$ cat config.mk
export PLATFORM = sky130hd
export DESIGN_NAME = lsi_i2c_target
export DESIGN_NICKNAME = d
export VERILOG_FILES = /design/src/hw/lsi_pkg.sv /design/src/hw/lsi_sync.sv /design/src/hw/lsi_i2c_target.sv
export SDC_FILE = /design/constraint.sdc
export NUM_CORES = 1
export LEC_CHECK = 0
export BUFFER_PORTS_ARGS = -buffer_cell sky130_fd_sc_hd__buf_4
export CAP_MARGIN = 15
export CORE_ASPECT_RATIO = 0.7
export CORE_MARGIN = 5
export CORE_UTILIZATION = 55
export CTS_BUF_LIST = sky130_fd_sc_hd__clkbuf_4 sky130_fd_sc_hd__clkbuf_8 sky130_fd_sc_hd__clkbuf_16
export CTS_CLUSTER_SIZE = 10
export DETAILED_ROUTE_END_ITERATION = 10
export GPL_ROUTABILITY_DRIVEN = 0
export MAX_ROUTING_LAYER = met4
export PLACE_DENSITY = 0.91
export SLEW_MARGIN = 20
export SYNTH_ARGS = -nofsm -noshare
export SYNTH_HDL_FRONTEND = slang
export SYNTH_SLANG_ARGS = --single-unit
$ cat constraint.sdc
create_clock -name MCLK -period 3.3 [get_ports MCLK]
set_clock_uncertainty 0.05 [all_clocks]
set_input_delay 0.165 -clock MCLK [delete_from_list [all_inputs] [get_ports MCLK]]
set_output_delay 0.165 -clock MCLK [all_outputs]
set_load 0.02 [all_outputs]
$ cat src/hw/lsi_pkg.sv
// shared constants, register map and carrier types for the light sensor i2c target
package lsi_pkg;

  // register pointer values
  localparam logic [7:0] REG_CH0_RESULT_HIGH = 8'h00;
  localparam logic [7:0] REG_CH0_RESULT_LOW = 8'h01;
  localparam logic [7:0] REG_CH1_RESULT_HIGH = 8'h02;
  localparam logic [7:0] REG_CH1_RESULT_LOW = 8'h03;
  localparam logic [7:0] REG_CH0_QUEUED_HIGH = 8'h04;
  localparam logic [7:0] REG_CH0_QUEUED_LOW = 8'h05;
  localparam logic [7:0] REG_CH1_QUEUED_HIGH = 8'h06;
  localparam logic [7:0] REG_CH1_QUEUED_LOW = 8'h07;
  localparam logic [7:0] REG_LOW_LIMIT = 8'h08;
  localparam logic [7:0] REG_HIGH_LIMIT = 8'h09;
  localparam logic [7:0] REG_CONVERSION_SETUP = 8'h0A;
  localparam logic [7:0] REG_INTERRUPT_AND_BUS_SETUP = 8'h0B;
  localparam logic [7:0] REG_EVENT_FLAGS = 8'h0C;
  localparam logic [7:0] REG_PART_IDENTITY = 8'h11;

  // reset values
  localparam logic [7:0] PTR_RESET = 8'h00;
  localparam logic [15:0] LOW_LIMIT_RESET = 16'h0000;
  localparam logic [15:0] HIGH_LIMIT_RESET = 16'h0000;
  localparam logic [15:0] CONVERSION_SETUP_RESET = 16'h0000;
  localparam logic [15:0] BUS_SETUP_RESET = 16'h0000;

  // field positions
  localparam int BURST_ENABLE_BIT = 0;

  // bus codes
  localparam logic [6:0] TARGET_ADDR_BASE = 7'h44;
  localparam logic [7:0] GENERAL_CALL_ADDR = 8'h00;
  localparam logic [7:0] GENERAL_CALL_RESET = 8'h06;
  localparam logic [4:0] HIGH_SPEED_CODE_PREFIX = 5'h01;

  // timing
  localparam int unsigned CLK_HZ = 10000000;
  localparam int unsigned BUS_TIMEOUT_MS = 28;
  localparam int unsigned TIMEOUT_CYCLES_DEF = BUS_TIMEOUT_MS * (CLK_HZ / 1000);
  localparam logic [1:0] FILTER_FS_CYCLES = 2'h2;
  localparam logic [1:0] FILTER_HS_CYCLES = 2'h1;

  // sensor values presented to the register file
  typedef struct packed {
    logic [7:0][15:0] value;
    logic [15:0] flags;
  } lsi_results_type;

  // software-written setup registers
  typedef struct packed {
    logic [15:0] low_limit;
    logic [15:0] high_limit;
    logic [15:0] conversion_setup;
    logic [15:0] bus_setup;
  } lsi_setup_type;

  typedef enum logic [2:0] {
    ST_IDLE, ST_RX, ST_ACK_PEND, ST_ACK, ST_TX, ST_TX_LAST, ST_MACK
  } lsi_state_type;

  typedef enum logic [2:0] {
    PH_ADDR, PH_PTR, PH_DATA_HI, PH_DATA_LO, PH_GC
  } lsi_phase_type;

endpackage

$ cat src/hw/lsi_sync.sv
// two-flop synchroniser with a selectable spike filter per bit
`timescale 1ns/1ps
module lsi_sync import lsi_pkg::*; #(
  parameter int WIDTH = 1
) (
  // clock and reset
  input wire logic clk,
  input wire logic rst_n,
  // filter select: high in high speed mode
  input wire logic fast,
  // async pins in, filtered levels out
  input wire logic [WIDTH-1:0] din,
  output logic [WIDTH-1:0] dout
);

  logic [WIDTH-1:0] meta_q, stab_q, out_q, out_d;
  logic [WIDTH-1:0][1:0] cnt_q, cnt_d;
  logic [1:0] len;

  // a level must hold len samples; hs timing leaves room for one only
  always_comb begin
    len = fast ? FILTER_HS_CYCLES : FILTER_FS_CYCLES;
    out_d = out_q;
    cnt_d = cnt_q;
    for (int i = 0; i < WIDTH; i++) begin
      if (stab_q[i] == out_q[i]) begin
        cnt_d[i] = 2'h0;
      end else if (cnt_q[i] + 2'h1 >= len) begin
        out_d[i] = stab_q[i];
        cnt_d[i] = 2'h0;
      end else begin
        cnt_d[i] = cnt_q[i] + 2'h1;
      end
    end
  end

  // idle bus lines are high, so reset to ones
  always_ff @(posedge clk or negedge rst_n) begin
    if (!rst_n) begin
      meta_q <= '1;
      stab_q <= '1;
      out_q <= '1;
      cnt_q <= '0;
    end else begin
      meta_q <= din;
      stab_q <= meta_q;
      out_q <= out_d;
      cnt_q <= cnt_d;
    end
  end

  assign dout = out_q;

endmodule // lsi_sync

$ cat src/hw/lsi_i2c_target.sv
// i2c target register access for the dual channel light sensor
//
// Functional notes
// - first byte after a write address byte loads the register pointer
// - acknowledge an address byte matching the strapped target address
// - two bytes after the pointer form the register word, each acknowledged
// - reads return the register named by the last written pointer
// - read sends upper byte then lower byte, controller acknowledges each
// - pointer persists across transactions until a new write replaces it
// - high speed code is not acknowledged but switches the input filters
// - after code use normal protocol; any stop leaves high speed mode
// - with burst enabled the pointer advances after each two-byte read whose low byte the controller acknowledges
// - auto-increment only while the burst enable bit is set
// - a stop restores the pointer value held before auto-increments
// - general call then reset byte: acknowledge and reload power-on defaults
// - live and queued result registers sit at consecutive pointers
// - scl held low for the timeout period resets the bus state machine
// - address strap picks one of four addresses, sampled every transaction
// - bytes travel most significant bit first
`timescale 1ns/1ps
module lsi_i2c_target import lsi_pkg::*; #(
  parameter int unsigned TIMEOUT_CYCLES = TIMEOUT_CYCLES_DEF,
  parameter logic [15:0] PART_ID_VALUE = 16'h5A01 // arbitrary value
) (
  // clock and reset
  input wire logic MCLK,
  input wire logic RST_N,
  // i2c pins, sda is open drain
  input wire logic SCL_IN,
  input wire logic SDA_IN,
  output logic SDA_OUT,
  output logic SDA_OE,
  // address strap: 0 gnd, 1 vdd, 2 sda, 3 scl
  input wire logic [1:0] ADDR_SEL,
  // sensor side
  input wire lsi_results_type RESULTS,
  output lsi_setup_type SETUP,
  output logic HIGH_SPEED_MODE
);

  // read mux over the whole map; unmapped pointers read zero
  function automatic logic [15:0] rd_word(input logic [7:0] ptr,
                                          input lsi_results_type res,
                                          input lsi_setup_type set,
                                          input logic [15:0] part);
    logic [15:0] w;
    w = 16'h0000;
    case (ptr)
      REG_CH0_RESULT_HIGH, REG_CH0_RESULT_LOW, REG_CH1_RESULT_HIGH, REG_CH1_RESULT_LOW,
      REG_CH0_QUEUED_HIGH, REG_CH0_QUEUED_LOW, REG_CH1_QUEUED_HIGH,
      REG_CH1_QUEUED_LOW: w = res.value[ptr[2:0]];
      REG_LOW_LIMIT: w = set.low_limit;
      REG_HIGH_LIMIT: w = set.high_limit;
      REG_CONVERSION_SETUP: w = set.conversion_setup;
      REG_INTERRUPT_AND_BUS_SETUP: w = set.bus_setup;
      REG_EVENT_FLAGS: w = res.flags;
      REG_PART_IDENTITY: w = part;
      default: w = 16'h0000;
    endcase
    return w;
  endfunction

  // address from the strap code
  function automatic logic [6:0] own_addr(input logic [1:0] sel);
    return TARGET_ADDR_BASE | {5'h00, sel};
  endfunction

  // power-on defaults of the setup registers
  function automatic lsi_setup_type setup_defaults();
    lsi_setup_type s;
    s.low_limit = LOW_LIMIT_RESET;
    s.high_limit = HIGH_LIMIT_RESET;
    s.conversion_setup = CONVERSION_SETUP_RESET;
    s.bus_setup = BUS_SETUP_RESET;
    return s;
  endfunction

  logic scl_s, sda_s;
  logic [1:0] addr_s;
  logic scl_p_q, sda_p_q;
  logic scl_rise, scl_fall, start_cond, stop_cond, timeout;
  lsi_state_type st_q, st_d;
  lsi_phase_type ph_q, ph_d;
  logic [2:0] bit_q, bit_d;
  logic [7:0] sh_q, sh_d;
  logic [7:0] ptr_q, ptr_d;
  logic [7:0] saved_q, saved_d;
  logic [7:0] wbuf_q, wbuf_d;
  logic [7:0] rx_byte;
  logic [7:0] tx_byte;
  logic [15:0] tx_word;
  logic ack_q, ack_d;
  logic rd_q, rd_d;
  logic rlo_q, rlo_d;
  logic drv_q, drv_d;
  logic hs_q, hs_d;
  logic [6:0] own_q, own_d;
  lsi_setup_type set_q, set_d;
  logic [19:0] to_q, to_d;

  // scl and sda share the mode-dependent filter
  lsi_sync #(.WIDTH(2)) u_bus_sync (
    .clk(MCLK),
    .rst_n(RST_N),
    .fast(hs_q),
    .din({SCL_IN, SDA_IN}),
    .dout({scl_s, sda_s})
  );

  // strap pin is static, but still crosses in through two flops
  lsi_sync #(.WIDTH(2)) u_addr_sync (
    .clk(MCLK),
    .rst_n(RST_N),
    .fast(1'b1),
    .din(ADDR_SEL),
    .dout(addr_s)
  );

  // bus events from filtered levels and their previous samples
  assign scl_rise = scl_s & ~scl_p_q;
  assign scl_fall = ~scl_s & scl_p_q;
  assign start_cond = scl_s & scl_p_q & sda_p_q & ~sda_s;
  assign stop_cond = scl_s & scl_p_q & ~sda_p_q & sda_s;
  assign timeout = (to_q == TIMEOUT_CYCLES[19:0] - 20'h00001);
  assign rx_byte = {sh_q[6:0], sda_s};
  assign tx_word = rd_word(ptr_q, RESULTS, set_q, PART_ID_VALUE);
  assign tx_byte = rlo_q ? tx_word[7:0] : tx_word[15:8];

  // scl low counter, only armed inside a transaction
  always_comb begin
    if (st_q == ST_IDLE || scl_s) begin
      to_d = 20'h00000;
    end else if (timeout) begin
      to_d = to_q;
    end else begin
      to_d = to_q + 20'h00001;
    end
  end

  // protocol engine
  always_comb begin
    st_d = st_q;
    ph_d = ph_q;
    bit_d = bit_q;
    sh_d = sh_q;
    ptr_d = ptr_q;
    saved_d = saved_q;
    wbuf_d = wbuf_q;
    ack_d = ack_q;
    rd_d = rd_q;
    rlo_d = rlo_q;
    drv_d = drv_q;
    hs_d = hs_q;
    own_d = own_q;
    set_d = set_q;
    if (stop_cond) begin
      st_d = ST_IDLE;
      drv_d = 1'b0;
      hs_d = 1'b0;
      // saved equals ptr unless a burst advanced it
      ptr_d = saved_q;
    end else if (start_cond) begin
      st_d = ST_RX;
      ph_d = PH_ADDR;
      bit_d = 3'h0;
      drv_d = 1'b0;
      own_d = own_addr(addr_s);
    end else if (timeout) begin
      st_d = ST_IDLE;
      drv_d = 1'b0;
    end else begin
      case (st_q)
        ST_RX: begin
          if (scl_rise) begin
            sh_d = rx_byte;
            bit_d = bit_q + 3'h1;
            if (bit_q == 3'h7) begin
              st_d = ST_ACK_PEND;
              ack_d = 1'b0;
              rd_d = 1'b0;
              case (ph_q)
                PH_ADDR: begin
                  if (rx_byte[7:1] == own_q) begin
                    ack_d = 1'b1;
                    rd_d = rx_byte[0];
                    rlo_d = 1'b0;
                    ph_d = PH_PTR;
                  end else if (rx_byte == GENERAL_CALL_ADDR) begin
                    ack_d = 1'b1;
                    ph_d = PH_GC;
                  end else if (rx_byte[7:3] == HIGH_SPEED_CODE_PREFIX) begin
                    hs_d = 1'b1;
                  end
                end
                PH_PTR: begin
                  ack_d = 1'b1;
                  ptr_d = rx_byte;
                  saved_d = rx_byte;
                  ph_d = PH_DATA_HI;
                end
                PH_DATA_HI: begin
                  ack_d = 1'b1;
                  wbuf_d = rx_byte;
                  ph_d = PH_DATA_LO;
                end
                PH_DATA_LO: begin
                  ack_d = 1'b1;
                  ph_d = PH_DATA_HI;
                  // other pointers are read-only and keep their value
                  case (ptr_q)
                    REG_LOW_LIMIT: set_d.low_limit = {wbuf_q, rx_byte};
                    REG_HIGH_LIMIT: set_d.high_limit = {wbuf_q, rx_byte};
                    REG_CONVERSION_SETUP: set_d.conversion_setup = {wbuf_q, rx_byte};
                    REG_INTERRUPT_AND_BUS_SETUP: set_d.bus_setup = {wbuf_q, rx_byte};
                    default: ;
                  endcase
                end
                PH_GC: begin
                  if (rx_byte == GENERAL_CALL_RESET) begin
                    ack_d = 1'b1;
                    set_d = setup_defaults();
                    ptr_d = PTR_RESET;
                    saved_d = PTR_RESET;
                  end
                end
                default: ;
              endcase
            end
          end
        end
        ST_ACK_PEND: begin
          // a nack leaves sda free and waits for the next start
          if (scl_fall) begin
            drv_d = ack_q;
            st_d = ack_q ? ST_ACK : ST_IDLE;
          end
        end
        ST_ACK: begin
          if (scl_fall) begin
            bit_d = 3'h0;
            if (rd_q) begin
              sh_d = tx_byte;
              drv_d = ~tx_byte[7];
              st_d = ST_TX;
            end else begin
              drv_d = 1'b0;
              st_d = ST_RX;
            end
          end
        end
        ST_TX: begin
          if (scl_rise) begin
            bit_d = bit_q + 3'h1;
            if (bit_q == 3'h7) begin
              st_d = ST_TX_LAST;
            end
          end else if (scl_fall) begin
            sh_d = {sh_q[6:0], 1'b0};
            drv_d = ~sh_q[6];
          end
        end
        ST_TX_LAST: begin
          if (scl_fall) begin
            drv_d = 1'b0;
            st_d = ST_MACK;
          end
        end
        ST_MACK: begin
          if (scl_rise) begin
            if (sda_s) begin
              st_d = ST_IDLE;
            end else if (rlo_q) begin
              rlo_d = 1'b0;
              st_d = ST_ACK;
              if (set_q.bus_setup[BURST_ENABLE_BIT]) begin
                ptr_d = ptr_q + 8'h01;
              end
            end else begin
              rlo_d = 1'b1;
              st_d = ST_ACK;
            end
          end
        end
        default: st_d = ST_IDLE;
      endcase
    end
  end

  // state registers
  always_ff @(posedge MCLK or negedge RST_N) begin
    if (!RST_N) begin
      scl_p_q <= 1'b1;
      sda_p_q <= 1'b1;
      st_q <= ST_IDLE;
      ph_q <= PH_ADDR;
      bit_q <= 3'h0;
      sh_q <= 8'h00;
      ptr_q <= PTR_RESET;
      saved_q <= PTR_RESET;
      wbuf_q <= 8'h00;
      ack_q <= 1'b0;
      rd_q <= 1'b0;
      rlo_q <= 1'b0;
      drv_q <= 1'b0;
      hs_q <= 1'b0;
      own_q <= TARGET_ADDR_BASE;
      set_q <= {LOW_LIMIT_RESET, HIGH_LIMIT_RESET, CONVERSION_SETUP_RESET, BUS_SETUP_RESET};
      to_q <= 20'h00000;
    end else begin
      scl_p_q <= scl_s;
      sda_p_q <= sda_s;
      st_q <= st_d;
      ph_q <= ph_d;
      bit_q <= bit_d;
      sh_q <= sh_d;
      ptr_q <= ptr_d;
      saved_q <= saved_d;
      wbuf_q <= wbuf_d;
      ack_q <= ack_d;
      rd_q <= rd_d;
      rlo_q <= rlo_d;
      drv_q <= drv_d;
      hs_q <= hs_d;
      own_q <= own_d;
      set_q <= set_d;
      to_q <= to_d;
    end
  end

  // open drain: only ever pulls low
  assign SDA_OUT = 1'b0;
  assign SDA_OE = drv_q;
  assign SETUP = set_q;
  assign HIGH_SPEED_MODE = hs_q;

endmodule // lsi_i2c_target

==> results.md <==
* Fill cell count at between 1000 and 1500
* Synth Instances at just under 900
* Post-Synth Adder-Cell Area at around 2.0%
* Ant. Diodes at 0
* Hold WC Path Type: input pin to register
* WL/cell at approximately 23 um
* Most frequent cell on the critical path: ha_1
* Sequential Power Share at ~34%
* Final Max Slew Viols at 0
* Net Switching at roughly 2.9 mW
* Max incr delay on CP at about 0.49 ns
* CP endpoint kind: register
* Post-synth top area cell: dfrtp_1
* Required @ worst endpoint at about 3.6 ns
* Multi-input gate area at about 4700 sq um
* CTS resizes at 0
* Netlist cell types at a little over 80
* CTS buffer count at 17
* Proportion of synthesized area in mux cells at 13.4%
* Fin nets at between 1000 and 1500
* Family with the most delay on the worst path: simple AND/OR/NAND/NOR gates
* Clock latency on the worst-skew pair at about 0.44 ns
* CP max FO at 11
* Async SR Flop Fraction at 100%
* Post-synth EDFFs at 0
* Critical path class: register to register
* Endpoints failing hold at 0
* Max cap viols at 0
* Area contributors post-synth: dfrtp_1, mux4_2, nand2_1, dfstp_2, o21ai_1
* Commonest non-fill, non-tap cell in the layout: buf_4
* Initial antenna violation count at 0
* DP HPWL at 22100 um
* Critical Path AT at a little under 3 ns
* Most frequent cells in the layout: buf_4, dfrtp_1, nand2_1, o21ai_1, nor2_1
* Post-route setup slack at 0.605 ns
* FF+latch area at slightly below 4000 sq um
* Fmax at 0.371 GHz
* Power per cell area at 642 nW/um^2
* Post-Synth XOR/XNOR Area at under 10%
* Clk root buf: clkbuf_16
* CTS HTree Levels at 4
* Post-Synth Simple-Gate Area at 17.5%
* Slew @ Worst Pin at between 0.9 and 1 ns
* Run status: finished clean
* Post-layout min period at 2.70 ns
* CTS tree: built
* Seq cells post-synth at approximately 150
* # rows at 39
* Largest family of logic cells by synthesized area: simple AND/OR/NAND/NOR gates
* Post-Layout Cell Count at ~1300
* Largest net degree at the start of global routing at 86
* Clk sinks at around 150
* First-pass GRT wire length at 48700 um
* Setup crit start kind: register
* Post-route ant nets at 0
* Ys flop type: dfrtp_1
* Compound-Gate Fraction of Synth Area at 16.0%
* Area growth syn-to-layout at 26.7%
* Vias per cell at between 6 and 7
* DRC at 0
* Max IR drop VDD at approximately 0.46 mV
* RSZ-0062 raised after global routing: no
* Rel. slew slack at 38.8%
* Sequential cell area fraction in the yosys report at between 40% and 50%
* Pint at 4.41 mW
* Worst path bufs/invs at 1
* Post-synth top area share at around 39%
* Critical path depth in cells at 8
* Vias in the first global route at a little under 9000
* Clk pin slew, worst setup/hold paths at roughly 0.06 ns
* Combinational power share at around 38%
* Share of layout cells above drive strength 1 at between 30% and 40%
* Reg2Reg Depth at 8
* Mapped Area at about 9000 sq um
* Pleak at 4.91 nW
* Post-synthesis average cell area at ~10 sq um
* Final setup violation count at 0
* GRT Util Overall at approximately a third
* GRT overflow at 0
* First drt pass iteration count at 8
* Critical Path Slowest Stage Cell: nor4_4
* Die Height at roughly 120 um
* DR vias at between 8000 and 9000
* Synthesized Nets at around 1100
* Power share of the clock group at between 20 and 30%
* Ys Warns at 0
* Min-Delay Path Depth at 6
* I/O pins at between 200 and 250
* Sw Ratio at 39.4%
* Final cycle utilization of the critical path at 81.7%
* Pre-CTS WS at ~0.69 ns
* Total die area at approximately 19000 sq um
* Dpl cells at roughly 1300
* Core Area at roughly 16000 sq um
* DIE WIDTH at 163 um
* Count of input and output buffers at 215
* Clk buf depth at 2
* Initial DRC Count at about 1500
* Final wirelength at 30700 um
* Setup tns final at 0 ns
* Cell Chain, Critical Path: ha_1 > ha_1 > nand3b_1 > nor3_2 > o21ai_1 > buf_4 > nor4_4 > mux2_1
* Starting Density at 55.5%
[cell usage after synthesis (all sizes together), types with 13 or more instances]
cell	number
dfrtp	139
nand2	124
o21ai	88
nor2	58
clkbuf	47
mux4	32
mux2i	29
nand3	26
xor2	25
a21oi	24
inv	23
buf	20
nand4	20
mux2	17
dfstp	14
ha	13
o211ai	13
[cell families after synthesis]
kind of cell	Yosys count
other cells	1
xor+xnor	31
simple gates	311
mux	78
flops	153
fa+ha+maj	15
compound gates	216
buf+inv	90
[area by class of cell]
type	count	area share, %
clock buffers	18	3.81
clock inverters	14	1.64
inverters	23	0.761
multi-input cells	652	41.3
flip-flops and latches	153	33.9
well taps	225	2.48
repair buffers	241	16.1
[worst paths after layout]
check,startpoint,endpoint,slack [ns]
worst max-delay path,bit_q[1],wbuf_q[3],0.60
worst min-delay path,RESULTS[15],SDA_OE,0.15
worst max register to register,bit_q[1],wbuf_q[3],0.60
worst min register to register,u_bus_sync.meta_q[0],u_bus_sync.stab_q[0],0.31
max in group asynchronous,RST_N,u_addr_sync.dout[1],1.96
min in group asynchronous,RST_N,to_q[12],0.29
[metal layers]
| layer | track usage [%] | share of wire, % | vias to the layer above |
|---|---|---|---|
| li1 | - | - | 3716 |
| met2 | 52.6 | 45 | 701 |
| met1 | 42.3 | 36 | 4112 |
| met4 | 16.1 | 5.8 | 0 |
| met5 | - | 0 | - |
| met3 | 10.0 | 13 | 184 |
[power by group through the flow]
stage	Sequential, mW	Combinational [mW]	Clock, mW
after floorplan	2.24	2.10	0
after global placement	2.43	2.57	0
after detailed placement	2.45	2.64	0
after CTS	2.42	2.68	2.08
after global routing	2.47	2.95	2.15
final	2.45	2.76	2.07
[worst reg2reg max path, stage by stage, from the launching register on]
cell      delay (ns)
dfrtp_1         0.35
ha_1            0.15
ha_1            0.23
nand3b_1        0.15
nor3_2          0.41
o21ai_1         0.12
buf_4           0.20
nor4_4          0.49
mux2_1          0.41
[flip-flops by register name (all words and copies together), names as in the netlist, 4 cells and up]
signal / flops
sh_q: 7
saved_q: 8
wbuf_q: 8
to_q: 20
u_bus_sync.cnt_q: 4
u_addr_sync.cnt_q: 4
ptr_q: 8
SETUP: 64
[stage by stage]
step	hold WS (ns)	total power [mW]	utilization (%)	instance area (sq um)
global route	0.229	7.56	70.3	11400
detailed placement	0.224	5.09	66.1	10700
CTS	0.144	7.18	70.3	11400
global placement	0.225	5.00	66.1	10700
floorplan	-0.181	4.34	-	8960
finish	0.155	7.29	70.3	11400
[what timing repair did]
item / in CTS / in global routing
buffers inserted: 0 / 0
hold buffers: 5 / 0
endpoints found under the hold margin: 84 / 0
setup endpoints to repair: 0 / 0
No activity file was read; power rests on OpenSTA's default activity.
